===== src/core/arith_pkg.sv =====
package arith_pkg;
  // ==========================================================
  // opcode groups (upper nibble) and low-nibble operand forms
  localparam logic [3:0] GRP_INC = 4'h0;
  localparam logic [3:0] GRP_DEC = 4'h1;
  localparam logic [3:0] GRP_ADD = 4'h2;
  localparam logic [3:0] GRP_SUM_WITH_CARRY_TO_ACC = 4'h3;
  localparam logic [3:0] GRP_MINUS_WITH_BORROW = 4'h9;
  localparam logic [3:0] LO_ACC_IMM = 4'h4;
  localparam logic [3:0] LO_DIR = 4'h5;
  localparam logic [7:0] OP_INC_DATA_POINTER = 8'hA3;
  localparam logic [7:0] OP_MUL = 8'hA4;
  localparam logic [7:0] OP_DIV = 8'h84;
  localparam logic [7:0] OP_DAA = 8'hD4;
  localparam logic [7:0] OP_MOVC_DATA_POINTER = 8'h93;
  localparam logic [7:0] OP_CPL_BIT = 8'hB2;
  // ==========================================================
  // internal special function register addresses
  localparam logic [7:0] SFR_ACC = 8'hE0;
  localparam logic [7:0] SFR_B = 8'hF0;
  localparam logic [7:0] SFR_PSW = 8'hD0;
  localparam logic [7:0] SFR_DPL = 8'h82;
  localparam logic [7:0] SFR_DPH = 8'h83;
  localparam logic [3:0] BIT_RAM_HI = 4'h2;
  // ==========================================================
  // status word fields and reset values
  localparam int PSW_CY = 7;
  localparam int PSW_AC = 6;
  localparam int PSW_RS1 = 4;
  localparam int PSW_RS0 = 3;
  localparam int PSW_OV = 2;
  localparam logic [7:0] PSW_RST = 8'h00;
  localparam logic [15:0] PC_RST = 16'h0000;
  // ==========================================================
  // cycle counts per instruction form
  localparam logic [2:0] CYC_1 = 3'h1;
  localparam logic [2:0] CYC_ALU_MEM = 3'h2;
  localparam logic [2:0] CYC_RN_INCDEC = 3'h2;
  localparam logic [2:0] CYC_MEM_INCDEC = 3'h3;
  localparam logic [2:0] CYC_MUL = 3'h2;
  localparam logic [2:0] CYC_DIV = 3'h6;
  localparam logic [2:0] CYC_DAA = 3'h3;
  localparam logic [2:0] CYC_MOVC = 3'h5;
  localparam logic [2:0] CYC_CPL_BIT = 3'h3;
endpackage : arith_pkg


===== src/core/arith_core.sv =====
`timescale 1ns/1ps
// Functional notes
// [RULE1] direct form uses 8-bit address byte
// [RULE2] indirect via bank pointer zero/one or data_pointer; the code's indirect forms use only bank registers 0/1
// [RULE3] bank_register chosen by opcode low bits
// [RULE4] indexed read: data_pointer plus accumulator, code only
// [RULE5] bit operand from 256-bit space
// [RULE6] accumulator-only forms carry no specifier
// [RULE7] immediate operand taken from instruction byte
// [RULE8] one to few cycles per instruction
// [RULE9] arithmetic accepts five operand forms; the code decodes four (register, indirect, direct, immediate)
// [RULE10] add bytes and cycles per form
// [RULE11] add with carry, same timing as add
// [RULE12] minus_with_borrow timing per form
// [RULE13] increment/minus_one_op timing, pointer increment
// [RULE14] product_op: acc times b, two cycles
// [RULE15] divide six cycles, bcd_fixup_op three cycles
// [RULE16] add and subtract update carry
// [RULE17] status word bits select bank
module arith_core (
  input wire logic clk,
  input wire logic srst,
  output logic [15:0] code_addr,
  input wire logic [7:0] code_byte0,
  input wire logic [7:0] code_byte1,
  output logic [15:0] table_addr,
  input wire logic [7:0] table_data,
  output logic [7:0] ram_addr,
  output logic ram_sfr,
  output logic ram_re,
  output logic ram_we,
  output logic [7:0] ram_wdata,
  input wire logic [7:0] ram_rdata,
  output logic [7:0] acc_out,
  output logic [7:0] psw_out,
  output logic insn_done
);
  // ==========================================================
  // architectural state
  logic [7:0] acc_reg, acc_next, b_reg, b_next, psw_reg, psw_next;
  logic [15:0] data_pointer_reg, data_pointer_next, pc_reg;
  logic [2:0] cnt_reg;
  logic [7:0] bank_reg [32];
  logic [15:0] table_addr_reg;
  logic [7:0] ram_addr_reg, ram_wdata_reg;
  logic ram_sfr_reg, ram_re_reg, ram_we_reg, done_reg;
  // ==========================================================
  // decode of the opcode byte
  wire [7:0] op = code_byte0;
  wire [3:0] hi = op[7:4];
  wire [3:0] lo = op[3:0];
  wire is_rn = lo[3];
  wire is_ind = lo[3:1] == 3'h3;
  wire is_dir = lo == arith_pkg::LO_DIR;
  wire is_acc_imm = lo == arith_pkg::LO_ACC_IMM;
  wire any_form = is_rn | is_ind | is_dir | is_acc_imm;
  wire is_sub = hi == arith_pkg::GRP_MINUS_WITH_BORROW;
  wire alu_op = any_form & (hi == arith_pkg::GRP_ADD | hi == arith_pkg::GRP_SUM_WITH_CARRY_TO_ACC | is_sub); // RULE9
  wire is_dec = hi == arith_pkg::GRP_DEC;
  wire id_op = any_form & (hi == arith_pkg::GRP_INC | is_dec);
  wire is_mul = op == arith_pkg::OP_MUL;
  wire is_div = op == arith_pkg::OP_DIV;
  wire is_daa = op == arith_pkg::OP_DAA;
  wire is_incdptr = op == arith_pkg::OP_INC_DATA_POINTER;
  wire is_movc = op == arith_pkg::OP_MOVC_DATA_POINTER;
  wire is_cplbit = op == arith_pkg::OP_CPL_BIT;
  wire mem_op = ((alu_op | id_op) & (is_dir | is_ind)) | is_cplbit;
  wire rmw = (id_op & (is_dir | is_ind)) | is_cplbit;
  // cycle count and length per form; unknown opcodes retire as 1-byte 1-cycle
  wire [2:0] ncyc = is_div ? arith_pkg::CYC_DIV : is_movc ? arith_pkg::CYC_MOVC : // RULE15
    is_daa ? arith_pkg::CYC_DAA : is_mul ? arith_pkg::CYC_MUL : // RULE14
    is_cplbit ? arith_pkg::CYC_CPL_BIT :
    (id_op & (is_dir | is_ind)) ? arith_pkg::CYC_MEM_INCDEC : // RULE13
    (id_op & is_rn) ? arith_pkg::CYC_RN_INCDEC :
    (alu_op & !is_rn) ? arith_pkg::CYC_ALU_MEM : arith_pkg::CYC_1; // RULE10 RULE11 RULE12 RULE8
  wire [15:0] nlen = (((alu_op | id_op) & is_dir) | (alu_op & is_acc_imm) | is_cplbit)
    ? 16'h0002 : 16'h0001;
  wire start = cnt_reg == 3'h0;
  wire last = cnt_reg == ncyc - 3'h1;
  // ==========================================================
  // operand location: bank select from status word
  wire [4:0] rn_idx = {psw_reg[arith_pkg::PSW_RS1:arith_pkg::PSW_RS0], op[2:0]}; // RULE17 RULE3
  wire [4:0] ri_idx = {psw_reg[arith_pkg::PSW_RS1:arith_pkg::PSW_RS0], 2'h0, op[0]}; // RULE2
  wire [7:0] rn_val = bank_reg[rn_idx];
  wire [7:0] ri_val = bank_reg[ri_idx];
  // bits 00-7F map onto the bit RAM bytes, 80-FF onto special function bytes
  wire [7:0] bit_byte = code_byte1[7] ? {code_byte1[7:3], 3'h0}
    : {arith_pkg::BIT_RAM_HI, code_byte1[6:3]}; // RULE5
  wire [7:0] tgt = is_cplbit ? bit_byte : is_dir ? code_byte1 : ri_val; // RULE1 RULE2
  // only direct and bit forms reach SPECIAL_FUNCTION_REGISTERS space; indirect high goes to RAM
  wire tgt_sfr = (is_dir | is_cplbit) & tgt[7]; // RULE1
  wire tgt_bank = !tgt_sfr & (tgt[7:5] == 3'h0);
  wire hit_acc = tgt_sfr & (tgt == arith_pkg::SFR_ACC);
  wire hit_b = tgt_sfr & (tgt == arith_pkg::SFR_B);
  wire hit_psw = tgt_sfr & (tgt == arith_pkg::SFR_PSW);
  wire hit_dpl = tgt_sfr & (tgt == arith_pkg::SFR_DPL);
  wire hit_dph = tgt_sfr & (tgt == arith_pkg::SFR_DPH);
  wire tgt_int = tgt_bank | hit_acc | hit_b | hit_psw | hit_dpl | hit_dph;
  wire [7:0] int_val = tgt_bank ? bank_reg[tgt[4:0]] : hit_acc ? acc_reg : hit_b ? b_reg :
    hit_psw ? psw_reg : hit_dpl ? data_pointer_reg[7:0] : data_pointer_reg[15:8];
  wire [7:0] src_mem = tgt_int ? int_val : ram_rdata;
  wire [7:0] alu_src = is_rn ? rn_val : is_acc_imm ? code_byte1 : src_mem; // RULE7
  // ==========================================================
  // adder / subtractor with carry-in from status word
  wire cy = psw_reg[arith_pkg::PSW_CY];
  wire cin = (hi == arith_pkg::GRP_SUM_WITH_CARRY_TO_ACC | is_sub) & cy; // RULE11 RULE12
  wire [8:0] sum9 = {1'b0, acc_reg} + {1'b0, alu_src} + {8'h00, cin};
  wire [4:0] sumn = {1'b0, acc_reg[3:0]} + {1'b0, alu_src[3:0]} + {4'h0, cin};
  wire [8:0] dif9 = {1'b0, acc_reg} - {1'b0, alu_src} - {8'h00, cin};
  wire [4:0] difn = {1'b0, acc_reg[3:0]} - {1'b0, alu_src[3:0]} - {4'h0, cin};
  wire [7:0] alu_res = is_sub ? dif9[7:0] : sum9[7:0];
  wire alu_cy = is_sub ? dif9[8] : sum9[8]; // RULE16
  wire alu_ac = is_sub ? difn[4] : sumn[4];
  wire alu_ov = is_sub ? (acc_reg[7] != alu_src[7]) & (alu_res[7] != acc_reg[7])
    : (acc_reg[7] == alu_src[7]) & (alu_res[7] != acc_reg[7]);
  // increment / decrement of acc, bank register or fetched byte
  wire [7:0] id_base = is_acc_imm ? acc_reg : rn_val;
  wire [7:0] id_res = is_dec ? id_base - 8'h01 : id_base + 8'h01;
  wire [7:0] rmw_res = is_cplbit ? src_mem ^ (8'h01 << code_byte1[2:0])
    : is_dec ? src_mem - 8'h01 : src_mem + 8'h01;
  // multiply, divide, decimal adjust; divide by zero leaves acc and b
  wire [15:0] prod = acc_reg * b_reg;
  wire div_ok = b_reg != 8'h00;
  wire [7:0] quot = div_ok ? acc_reg / b_reg : acc_reg;
  wire [7:0] remd = div_ok ? acc_reg % b_reg : b_reg;
  wire lo_fix = (acc_reg[3:0] > 4'h9) | psw_reg[arith_pkg::PSW_AC];
  wire [8:0] da_t = {1'b0, acc_reg} + (lo_fix ? 9'h006 : 9'h000);
  wire hi_fix = da_t[8] | cy | (da_t[7:4] > 4'h9);
  wire [8:0] da9 = da_t + (hi_fix ? 9'h060 : 9'h000);
  wire sfr_wr = last & rmw & tgt_sfr;
  // ==========================================================
  // next values of accumulator, b, pointer and status word
  always_comb begin
    acc_next = acc_reg;
    b_next = b_reg;
    data_pointer_next = data_pointer_reg;
    psw_next = psw_reg;
    if (last) begin
      if (alu_op) begin
        acc_next = alu_res;
        psw_next[arith_pkg::PSW_CY] = alu_cy; // RULE16
        psw_next[arith_pkg::PSW_AC] = alu_ac;
        psw_next[arith_pkg::PSW_OV] = alu_ov;
      end
      if (id_op & is_acc_imm) acc_next = id_res; // RULE6
      if (is_incdptr) data_pointer_next = data_pointer_reg + 16'h0001; // RULE13
      if (is_mul) begin
        acc_next = prod[7:0]; // RULE14
        b_next = prod[15:8];
        psw_next[arith_pkg::PSW_CY] = 1'b0;
        psw_next[arith_pkg::PSW_OV] = prod[15:8] != 8'h00;
      end
      if (is_div) begin
        acc_next = quot; // RULE15
        b_next = remd;
        psw_next[arith_pkg::PSW_CY] = 1'b0;
        psw_next[arith_pkg::PSW_OV] = !div_ok;
      end
      if (is_daa) begin
        acc_next = da9[7:0]; // RULE15
        psw_next[arith_pkg::PSW_CY] = hi_fix;
      end
      if (is_movc) acc_next = table_data; // RULE4
      if (sfr_wr & hit_acc) acc_next = ram_wdata_reg;
      if (sfr_wr & hit_b) b_next = ram_wdata_reg;
      if (sfr_wr & hit_psw) psw_next = ram_wdata_reg;
      if (sfr_wr & hit_dpl) data_pointer_next[7:0] = ram_wdata_reg;
      if (sfr_wr & hit_dph) data_pointer_next[15:8] = ram_wdata_reg;
    end
    psw_next[0] = ^acc_next; // parity always tracks acc
  end
  // bank file write port: register inc/dec or internal read-modify-write
  wire rf_we = last & ((id_op & is_rn) | (rmw & tgt_bank));
  wire [4:0] rf_idx = is_rn ? rn_idx : tgt[4:0];
  wire [7:0] rf_wd = is_rn ? id_res : ram_wdata_reg;
  // ==========================================================
  // sequencing: fixed per-form cycle count, then pc advances by length
  always_ff @(posedge clk) begin
    if (srst) begin
      cnt_reg <= 3'h0;
      pc_reg <= arith_pkg::PC_RST;
      done_reg <= 1'b0;
    end else begin
      cnt_reg <= last ? 3'h0 : cnt_reg + 3'h1; // RULE8
      pc_reg <= last ? pc_reg + nlen : pc_reg;
      done_reg <= last;
    end
  end

  always_ff @(posedge clk) begin
    if (srst) begin
      acc_reg <= 8'h00;
      b_reg <= 8'h00;
      data_pointer_reg <= 16'h0000;
      psw_reg <= arith_pkg::PSW_RST;
    end else begin
      acc_reg <= acc_next;
      b_reg <= b_next;
      data_pointer_reg <= data_pointer_next;
      psw_reg <= psw_next;
    end
  end

  always_ff @(posedge clk) begin
    if (srst) begin
      for (int i = 0; i < 32; i++) bank_reg[i] <= 8'h00;
    end else if (rf_we) begin
      bank_reg[rf_idx] <= rf_wd; // RULE3 RULE13
    end
  end

  // memory port: address at start, data back next cycle, write one later
  always_ff @(posedge clk) begin
    if (srst) begin
      ram_addr_reg <= 8'h00;
      ram_sfr_reg <= 1'b0;
      ram_re_reg <= 1'b0;
      ram_we_reg <= 1'b0;
      ram_wdata_reg <= 8'h00;
      table_addr_reg <= 16'h0000;
    end else begin
      ram_re_reg <= start & mem_op & !tgt_int; // RULE1 RULE2
      ram_we_reg <= (cnt_reg == 3'h1) & rmw & !tgt_int;
      if (start & mem_op) begin
        ram_addr_reg <= tgt;
        ram_sfr_reg <= tgt_sfr;
      end
      if ((cnt_reg == 3'h1) & rmw) ram_wdata_reg <= rmw_res;
      // code-space table read only; data space never indexed
      if (start & is_movc) table_addr_reg <= data_pointer_reg + {8'h00, acc_reg}; // RULE4
    end
  end
  assign code_addr = pc_reg;
  assign table_addr = table_addr_reg;
  assign ram_addr = ram_addr_reg;
  assign ram_sfr = ram_sfr_reg;
  assign ram_re = ram_re_reg;
  assign ram_we = ram_we_reg;
  assign ram_wdata = ram_wdata_reg;
  assign acc_out = acc_reg;
  assign psw_out = psw_reg;
  assign insn_done = done_reg;
  // ==========================================================
  // assertions
  property p_dir_read;
    @(posedge clk) disable iff (srst)
      start & alu_op & is_dir & !tgt_int |=> ram_re && ram_addr == $past(code_byte1) && !insn_done
        ##1 insn_done;
  endproperty
  a_dir_read: assert property (p_dir_read) else $error("direct read wrong"); // RULE1
  property p_ind_read;
    @(posedge clk) disable iff (srst)
      start & alu_op & is_ind & !tgt_int |=> ram_re && !ram_sfr && ram_addr == $past(ri_val);
  endproperty
  a_ind_read: assert property (p_ind_read) else $error("indirect address wrong"); // RULE2
  property p_add_rn;
    @(posedge clk) disable iff (srst)
      start & is_rn & hi == arith_pkg::GRP_ADD |=> insn_done && acc_out == $past(acc_reg + rn_val);
  endproperty
  a_add_rn: assert property (p_add_rn) else $error("add register wrong"); // RULE10
  property p_movc;
    @(posedge clk) disable iff (srst)
      start & is_movc |=> table_addr == $past(data_pointer_reg + {8'h00, acc_reg}) ##4 insn_done;
  endproperty
  a_movc: assert property (p_movc) else $error("indexed read wrong"); // RULE4
  property p_bit;
    @(posedge clk) disable iff (srst)
      start & is_cplbit & !code_byte1[7] |=> ram_addr[7:4] == 4'h2 && !ram_sfr;
  endproperty
  a_bit: assert property (p_bit) else $error("bit byte wrong"); // RULE5
  property p_inc_acc;
    @(posedge clk) disable iff (srst)
      start & op == 8'h04 |=> insn_done && acc_out == $past(acc_reg) + 8'h01;
  endproperty
  a_inc_acc: assert property (p_inc_acc) else $error("acc increment wrong"); // RULE6
  property p_imm;
    @(posedge clk) disable iff (srst)
      start & op == 8'h24 |=> !insn_done
        ##1 insn_done && acc_out == $past(acc_reg, 2) + $past(code_byte1, 2);
  endproperty
  a_imm: assert property (p_imm) else $error("immediate add wrong"); // RULE7
  property p_div;
    @(posedge clk) disable iff (srst)
      start & is_div |=> !insn_done [*5] ##1 insn_done;
  endproperty
  a_div: assert property (p_div) else $error("divide timing wrong"); // RULE15
  property p_mul;
    @(posedge clk) disable iff (srst)
      start & is_mul |=> !insn_done ##1 insn_done && acc_out == $past(prod[7:0], 2);
  endproperty
  a_mul: assert property (p_mul) else $error("multiply wrong"); // RULE14
  property p_inc_dir;
    @(posedge clk) disable iff (srst)
      start & id_op & is_dir & !tgt_int |=> ram_re ##1 ram_we ##1 insn_done;
  endproperty
  a_inc_dir: assert property (p_inc_dir) else $error("direct increment timing"); // RULE13
  property p_carry;
    @(posedge clk) disable iff (srst)
      start & is_rn & is_sub & ({1'b0, acc_reg} < {1'b0, rn_val} + {8'h00, cy}) |=> psw_out[7];
  endproperty
  a_carry: assert property (p_carry) else $error("borrow not set"); // RULE16
  property p_bank;
    @(posedge clk) disable iff (srst)
      start & op[7:3] == 5'h01 |-> ##2 bank_reg[$past(rn_idx, 2)] == $past(rn_val, 2) + 8'h01;
  endproperty
  a_bank: assert property (p_bank) else $error("bank register inc wrong"); // RULE17
  c_div: cover property (@(posedge clk) start & is_div ##6 insn_done);
  c_movc: cover property (@(posedge clk) start & is_movc ##5 insn_done);
  c_rmw: cover property (@(posedge clk) ram_re ##1 ram_we);
endmodule : arith_core


===== config.mk =====
export PLATFORM = sky130hd
export DESIGN_NAME = arith_core
export DESIGN_NICKNAME = d
export VERILOG_FILES = /design/src/core/arith_pkg.sv /design/src/core/arith_core.sv
export SDC_FILE = /design/constraint.sdc
export NUM_CORES = 1
export LEC_CHECK = 0
export BUFFER_PORTS_ARGS = -buffer_cell sky130_fd_sc_hd__buf_2
export CORE_ASPECT_RATIO = 0.5
export CORE_MARGIN = 3
export CORE_UTILIZATION = 30
export DETAILED_ROUTE_END_ITERATION = 7
export REMOVE_ABC_BUFFERS = 1
export SKIP_CTS_REPAIR_TIMING = 1
export SLEW_MARGIN = 15
export SYNTH_ARGS = -nofsm -noshare
export SYNTH_HDL_FRONTEND = slang
export SYNTH_SLANG_ARGS = --single-unit

===== constraint.sdc =====
create_clock -name clk -period 15.45 [get_ports clk]
set_input_delay 3.09 -clock clk [delete_from_list [all_inputs] [get_ports clk]]
set_output_delay 3.09 -clock clk [all_outputs]
set_load 0.03 [all_outputs]

---- After elaboration in Yosys (flattened, before gate mapping) ----
Memories as Yosys holds them, arrays and structs flattened.
Cells that the tools add are included.
cells by class
  add/sub/neg operators ................... 19
  multiply operators ...................... 1
  div/mod/pow operators ................... 2
  $lt $le $gt $ge ......................... 2
  eq/ne operators ......................... 24
  shift-type cells ........................ 1
  mux-type cells .......................... 64
  bitwise operators ....................... 57
  reduce and logical (&&, ||, !) cells .... 25
operators with widths
  kind                     number
  $mux W8                  34
  $eq A8 B8 Y1 const B     11
  $and A1 B1 Y1            33
  $or A1 B1 Y1             23
  $add A16 B1 Y16 const B  1
  $add A16 B2 Y16          1
  $add A16 B8 Y16          1
  $add A8 B1 Y8 const B    2
  $mul A8 B8 Y16           1
  $mux W16                 1
  $mux W2                  8
  $reduce_bool A8 Y1       2
  $sub A8 B1 Y8 const B    2
  $mux W1                  15
  $reduce_and A2 Y1        6
  $mux W5                  2
  $add A8 B3 Y9            1
  $add A8 B8 Y9            1
  $add A9 B1 Y9            1
  $mux W3                  3
  $sub A8 B8 Y9            1
  $sub A9 B1 Y9            1
  $add A8 B7 Y8            1
  $div A8 B8 Y8            1
  other kinds (32)         42
storage, ports and cells
  register bits after elaboration ......... 95
  bits in writable memories ............... 256
  output and inout port bits .............. 68
  memories ................................ 1
memory list
  memory    depth  width  rd ports  clocked after Yosys merged registers in  write ports  line              RTL
  bank_reg  32     8      3         0                                        32           arith_core.sv:43  logic [7:0] bank_reg [32];

---- Depth between registers and ports, before layout ----
Gate-level depths: netlist of run 1.
  depth in word-level cells ............... 26
  gate-level depth with buffers ........... 62

---- Worst setup path before layout of run 1 ----
Ideal clock, no wire load.
  kind .................................... register -> register
  start point ............................. register b_reg[4]
  end point ............................... register psw_reg[0] (netlist: psw_out[0])
  setup time .............................. 0.065 ns
  arrival ................................. 11.614 ns
  data required time ...................... 15.385 ns
  path slack .............................. 3.771 ns
  cell stages (with the launch flop) ...... 57
  path buffers ............................ 3
  path through ............................ dfxtp_1 > clkbuf_1 > or4_1 > nor4_1 > a21oi_1 > a21oi_1 > ha_1 > o21a_1 > o21ai_0 > mux2_2 > ha_1 > o21a_1 > o211ai_1 > mux2_2 > ha_1 > o21a_1 > o21a_1 > o21ai_1 > [... 21 more ...] > nor2_1 > nor3_1 > nor2_1 > clkbuf_1 > mux2_2 > ha_1 > a21o_1 > a21oi_1 > o21bai_1 > a21oi_1 > a21oi_1 > o311a_1 > a211oi_1 > o22ai_2 > xnor3_1 > xnor2_1 > xnor3_1 > nor2_1
on the way
  longest elaborated chain between the ends .. 18
  elaborated cells on any way between the ends .. 24
  those cells by class .................... 4 x add/sub; 1 x mul; 1 x div; 16 x mux; 2 x reduce/logical
ends and longest elaborated chain
  what                                                    line               RTL
  from (decl)                                             arith_core.sv:40   logic [7:0] acc_reg, acc_next, b_reg, b_next, psw_reg, psw_next;
  from (signal assigned)                                  arith_core.sv:198  b_reg <= b_next;
  branches (longest 12 deep; another with $div A8 B8 Y8)  n/a
  $mux W8 *                                               arith_core.sv:153  if (is_div) begin
  $mux W8 *                                               arith_core.sv:159  if (is_daa) begin
  $mux W8 *                                               arith_core.sv:163  if (is_movc) acc_next = table_data;
  $mux W8 *                                               arith_core.sv:164  if (sfr_wr & hit_acc) acc_next = ram_wdata_reg;
  $mux W8 *                                               arith_core.sv:138  if (last) begin
  $reduce_xor A8 Y1 *                                     arith_core.sv:170  psw_next[0] = ^acc_next;
  to (signal assigned)                                    arith_core.sv:195  psw_reg <= arith_pkg::PSW_RST;
  to (signal assigned)                                    arith_core.sv:200  psw_reg <= psw_next;
  to (decl)                                               arith_core.sv:40
Every way passes the cells marked *.
A chain may end at the register's enable or synchronous reset.

---- Worst setup path in the final report of run 1 ----
  start point ............................. register b_reg[7]
  end point ............................... register psw_reg[0] (netlist: psw_out[0])
The elaborated chain is that of the path after synthesis.

==> flow_metrics.tcl, run 1 <==
set metrics [dict create \
    outcome "finished clean" \
    row_count 75 \
    final_cell_count_no_fill 4065 \
    crit_family "compound AO/OA/AOI/OAI gates" \
    slew_headroom 0.2701 \
    synth_seq_area_share 0.3659 \
    post_drt_wl_per_cell_um 23.39 \
    final_core_util 0.3420 \
    grt_pass1_wl_mm 142.9 \
    cts_buffer_depth 3 \
    worstSetupStartpointType "register" \
    whs_ps 448.6 \
    drive_above_1_share 0.1262 \
    place_congestion 1.002 \
    num_io_pins 102 \
    drt_wl_total_mm 95.06 \
    max_freq_mhz 72.90 \
    root_buffer "clkbuf_16" \
    drt_iter0_markers 3002 \
    clkTransAtPathRegs_ps 70 \
    synth-seq-cells 351 \
    cp.required_ps 15940 \
    synth-main-ff-cell "edfxtp_1" \
    yosysWarnings 0 \
    max_slew.worst_pin.slew_ps 1087 \
    antenna_found_initial 2 \
    cpPeakStageDelay_ps 630 \
    ys_async_sr_fraction 0 \
    core_um2 85210 \
    largest_register_ff_count 256 \
    hold_class "register to register" \
    initial_core_util 0.3075 \
    path_buf_inv 1 \
    tns_ps 0 \
    drcViolationCount 0 \
    maxCapViolCount 0 \
    clock_latency_ps 560 \
    die_y_um 215.0 \
    antenna_left 0 \
    fin_skew_ps 24.41 \
    grt_usage 0.2024 \
    nets 3088 \
    fin_crit_ps 13720 \
    rsz0062_at_grt "no" \
    setup_viol 0 \
    cts_buffers 38 \
    netlist_area_um2 26210 \
    clock_sinks 351 \
    fin_crit_sh 0.8879 \
    synth_edf_count 256 \
    dieWidth_um 424.0 \
    endpoint_kind "register" \
    h-tree-depth 2 \
    portBuffers 101 \
    synth_cell_type_count 87 \
    crit_type "register to register" \
    dp.final_hpwl_mm 67.27 \
    crit_slowest_cell "or4_1" \
    dp_cells 3993 \
    cts_tree "yes" \
    vias 23040 \
    grt_pass1_vias 22380 \
    die_area_um2 91150 \
    syn-mean-instance-area_um2 9.102 \
    synth_cells 2879 \
    first_pass_iters 7 \
    grt_max_degree 123 \
    finalHoldViolCount 0 \
    path_max_fanout 14 \
    viasPerCell 5.668 \
    area_growth_pct 11.19 \
    fill_cells 8788 \
    critPathArrivalTime_ps 14210 \
    slew_viol_final 0 \
    overflow 0 \
]
layout by cell type, fill, tap and decap left out, types with 13 or more instances in the layout:
cell / netlist / routed
nor2_1: 461 / 461
nand2_1: 450 / 450
edfxtp_1: 256 / 256
a21oi_1: 202 / 198
ha_1: 128 / 128
inv_1: 118 / 118
buf_2: 36 / 98
mux4_2: 97 / 97
dfxtp_1: 95 / 95
o21ai_0: 74 / 74
nand3_1: 73 / 73
xnor2_1: 64 / 64
buf_4: 17 / 54
nor3_1: 51 / 50
fa_1: 47 / 47
and3_1: 45 / 45
a311oi_1: 44 / 44
mux2i_1: 48 / 43
xor2_1: 40 / 40
clkbuf_16: 0 / 39
a211oi_1: 37 / 36
a21o_1: 24 / 24
a31oi_1: 24 / 24
o21a_1: 20 / 20
mux2_2: 19 / 19
nand4_1: 19 / 19
nand2b_1: 18 / 18
and2_1: 15 / 15
o211ai_1: 14 / 14
o21bai_1: 13 / 13
metrics by stage:
stage | instance area, um2 | worst slack, ps
after floorplan | 25290 | 3354
after global placement | 27850 | 2541
after detailed placement | 27850 | 1961
after CTS | 29120 | 1883
after global routing | 29140 | 693.3
final | 29140 | 1732
worst paths after layout:
path / start / endpoint / depth (start not counted) / slack (ps)
max: b_reg[7]$_SDFFE_PP0P_ / psw_out[0]$_SDFF_PP0_ / 55 / 1730
min: table_addr[8]$_SDFFE_PP0P_ / table_addr[8]$_SDFFE_PP0P_ / 2 / 450
max reg2reg: b_reg[7]$_SDFFE_PP0P_ / psw_out[0]$_SDFF_PP0_ / 55 / 1730
min reg2reg: table_addr[8]$_SDFFE_PP0P_ / table_addr[8]$_SDFFE_PP0P_ / 2 / 450
worst min-delay path: cells and delay by family, from the launching register on:
family	cells	cell delay (ps)
AO/OA/AOI/OAI	1	50
flip-flops	1	300
AND/OR/NAND/NOR	1	50
cells in the mapped netlist, types with 15 or more instances:
cell type	number	area share
a31oi_1	24	0.0057
edfxtp_1	256	0.29
mux4_2	97	0.083
dfxtp_1	95	0.073
a311oi_1	44	0.015
o21ai_0	74	0.014
mux2i_1	48	0.018
clkbuf_1	123	0.018
nor2_1	461	0.066
nand4_1	19	0.0045
buf_2	36	0.0069
and2_1	15	0.0036
nor3_1	51	0.0097
a21oi_1	202	0.039
inv_1	118	0.017
a211oi_1	37	0.011
and3_1	45	0.011
nand2_1	450	0.064
fa_1	47	0.036
a21o_1	24	0.0069
xor2_1	40	0.013
o21a_1	20	0.0057
xnor2_1	64	0.021
ha_1	128	0.061
mux2_2	19	0.0082
buf_4	17	0.0049
nand2b_1	18	0.0043
nand3_1	73	0.014
final cells by class:
class	instances	area (um2)	area share
diodes	1	2.502	0.00008588
clock buffers	48	1010	0.03465
clock inverters	22	261.5	0.008975
inverters	123	461.7	0.01585
multi-input cells	2208	15390	0.5280
flip-flops and latches	351	9589	0.3291
well taps	1155	1445	0.04960
repair buffers	157	982.2	0.03371
logic make-up after synthesis:
family	Yosys count	synth area share
buffers and inverters	320	0.05257
xor gates and xnor gates	107	0.03710
AOI/OAI and AO/OA	549	0.1355
and+or+nand+nor	1212	0.2011
DFF	351	0.3659
adders and majority gates	175	0.09702
muxes	165	0.1109
routing by layer:
metal,vias up,global-route usage,wire [um]
li1,10300,-,-
met1,11250,0.2637,37760
met2,1235,0.3232,43090
met3,257,0.03369,8557
met4,0,0.1060,5654
met5,-,0,0
Power of run 1 is not shown: default switching activity piles up to over one toggle a cycle in this logic, so the estimate is an artifact.
==> run 2: changes to the inputs <==
--- a/config.mk
+++ b/config.mk
@@ -7,7 +7,7 @@
 export LEC_CHECK = 0
 export BUFFER_PORTS_ARGS = -buffer_cell sky130_fd_sc_hd__buf_2
 export CORE_ASPECT_RATIO = 0.5
-export CORE_MARGIN = 3
+export CORE_MARGIN = 2
 export CORE_UTILIZATION = 30
 export DETAILED_ROUTE_END_ITERATION = 7
 export REMOVE_ABC_BUFFERS = 1
==> flow_metrics.tcl, run 2 (synthesized netlist as in run 1, its figures left out) <==
set metrics [dict create \
    drcViolationCount 0 \
    grt_pass1_wl_mm 142.3 \
    drt_wl_total_mm 95.73 \
    max_freq_mhz 73.84 \
    drive_above_1_share 0.1250 \
    cts_tree "yes" \
    overflow 0 \
    initial_core_util 0.3038 \
    antenna_found_initial 0 \
    hold_class "register to register" \
    drt_iter0_markers 2777 \
    grt_usage 0.2072 \
    final_cell_mix "nor2_1, nand2_1, edfxtp_1" \
    critPathArrivalTime_ps 14030 \
    grt_max_degree 69 \
    post_drt_wl_per_cell_um 23.48 \
    largest_register_ff_count 256 \
    cts_buffers 38 \
    max_slew.worst_pin.slew_ps 1187 \
    place_congestion 0.9832 \
    fin_crit_sh 0.8766 \
    nets 3085 \
    area_growth_pct 11.09 \
    wl_met3_mm 8.756 \
    cp.required_ps 15930 \
    drt-met1-wl_mm 37.55 \
    tns_ps 0 \
    cpPeakStageDelay_ps 630 \
    fin_crit_ps 13540 \
    num_io_pins 102 \
    crit_slowest_cell "or4_1" \
    wl_met2_mm 44.18 \
    crit_top_cell "a21oi_1" \
    h-tree-depth 2 \
    worstSetupStartpointType "register" \
    path_max_fanout 14 \
    dp.final_hpwl_mm 67.67 \
    finalHoldViolCount 0 \
    slew_viol_final 0 \
    die_area_um2 89870 \
    core_um2 86250 \
    clock_sinks 351 \
    fill_cells 8863 \
    root_buffer "clkbuf_16" \
    layout_commonest_cell "nor2_1" \
    vias 23030 \
    rsz0062_at_grt "no" \
    row_count 76 \
    clock_latency_ps 580 \
    antenna_left 0 \
    first_pass_iters 6 \
    setup_viol 0 \
    cts_buffer_depth 3 \
    clkTransAtPathRegs_ps 60 \
    endpoint_kind "register" \
    grt_pass1_vias 22230 \
    maxCapViolCount 0 \
    die_y_um 213.0 \
    fin_skew_ps 34.72 \
    viasPerCell 5.648 \
    highest_layer "met4" \
    slew_headroom 0.2030 \
    crit_type "register to register" \
    dieWidth_um 422.0 \
    portBuffers 101 \
    outcome "finished clean" \
]
run 2: changes by cell type in the layout (fill, tap and decap cells not counted), moves of 2 or more:
| cell | before | now |
|---|---|---|
| buf_12 | 3 | 0 |
| clkinv_4 | 3 | 0 |
| clkinvlp_4 | 0 | 2 |
| inv_6 | 2 | 0 |
run 2: metrics by stage:
stage | util | worst slack, ps | std cells | area (um2) | hold slack [ps]
after global routing | 0.3375 | 933.0 | 4075 | 29110 | 485.9
after floorplan | - | 3354 | 2682 | 25290 | 455.2
final | 0.3375 | 1907 | 4077 | 29110 | 450.5
after global placement | 0.3223 | 2557 | 4005 | 27800 | 439.3
after CTS | 0.3371 | 2041 | 4074 | 29080 | 454.5
after detailed placement | 0.3223 | 2115 | 4005 | 27800 | 446.8
run 2: final timing paths:
check | slack [ps] | to | start | cells past startpoint
setup / recovery | 1910 | psw_out[0]$_SDFF_PP0_ | b_reg[7]$_SDFFE_PP0P_ | 54
hold / removal | 450 | table_addr[5]$_SDFFE_PP0P_ | table_addr[5]$_SDFFE_PP0P_ | 2
setup reg to reg | 1910 | psw_out[0]$_SDFF_PP0_ | b_reg[7]$_SDFFE_PP0P_ | 54
hold reg to reg | 450 | table_addr[5]$_SDFFE_PP0P_ | table_addr[5]$_SDFFE_PP0P_ | 2
run 2: metal layers:
layer	vias up	GRT usage
li1	10300	-
met1	11230	0.2632
met2	1239	0.3432
met3	258	0.03661
met4	0	0.1005
met5	-	0
run 2: final cells by class:
class | count | area (um2) | share of cell area
Multi-Input combinational cell | 2208 | 15380 | 0.5283
Sequential cell | 351 | 9589 | 0.3294
Tap cell | 1170 | 1464 | 0.05029
Clock buffer | 47 | 994.7 | 0.03417
Timing Repair Buffer | 154 | 934.6 | 0.03211
Inverter | 123 | 461.7 | 0.01586
Clock inverter | 22 | 282.8 | 0.009714
Antenna cell | 2 | 5.005 | 0.0001719
run 2: critical path: cells and delay by family, from the launching register on:
kind,cells,cell delay (ps)
AOI/OAI and AO/OA,30,6010
and+or+nand+nor,11,2770
adders and majority gates,7,2250
muxes,3,1170
xor gates and xnor gates,3,770
DFF,1,480
Power of run 2 is left out for the same reason.
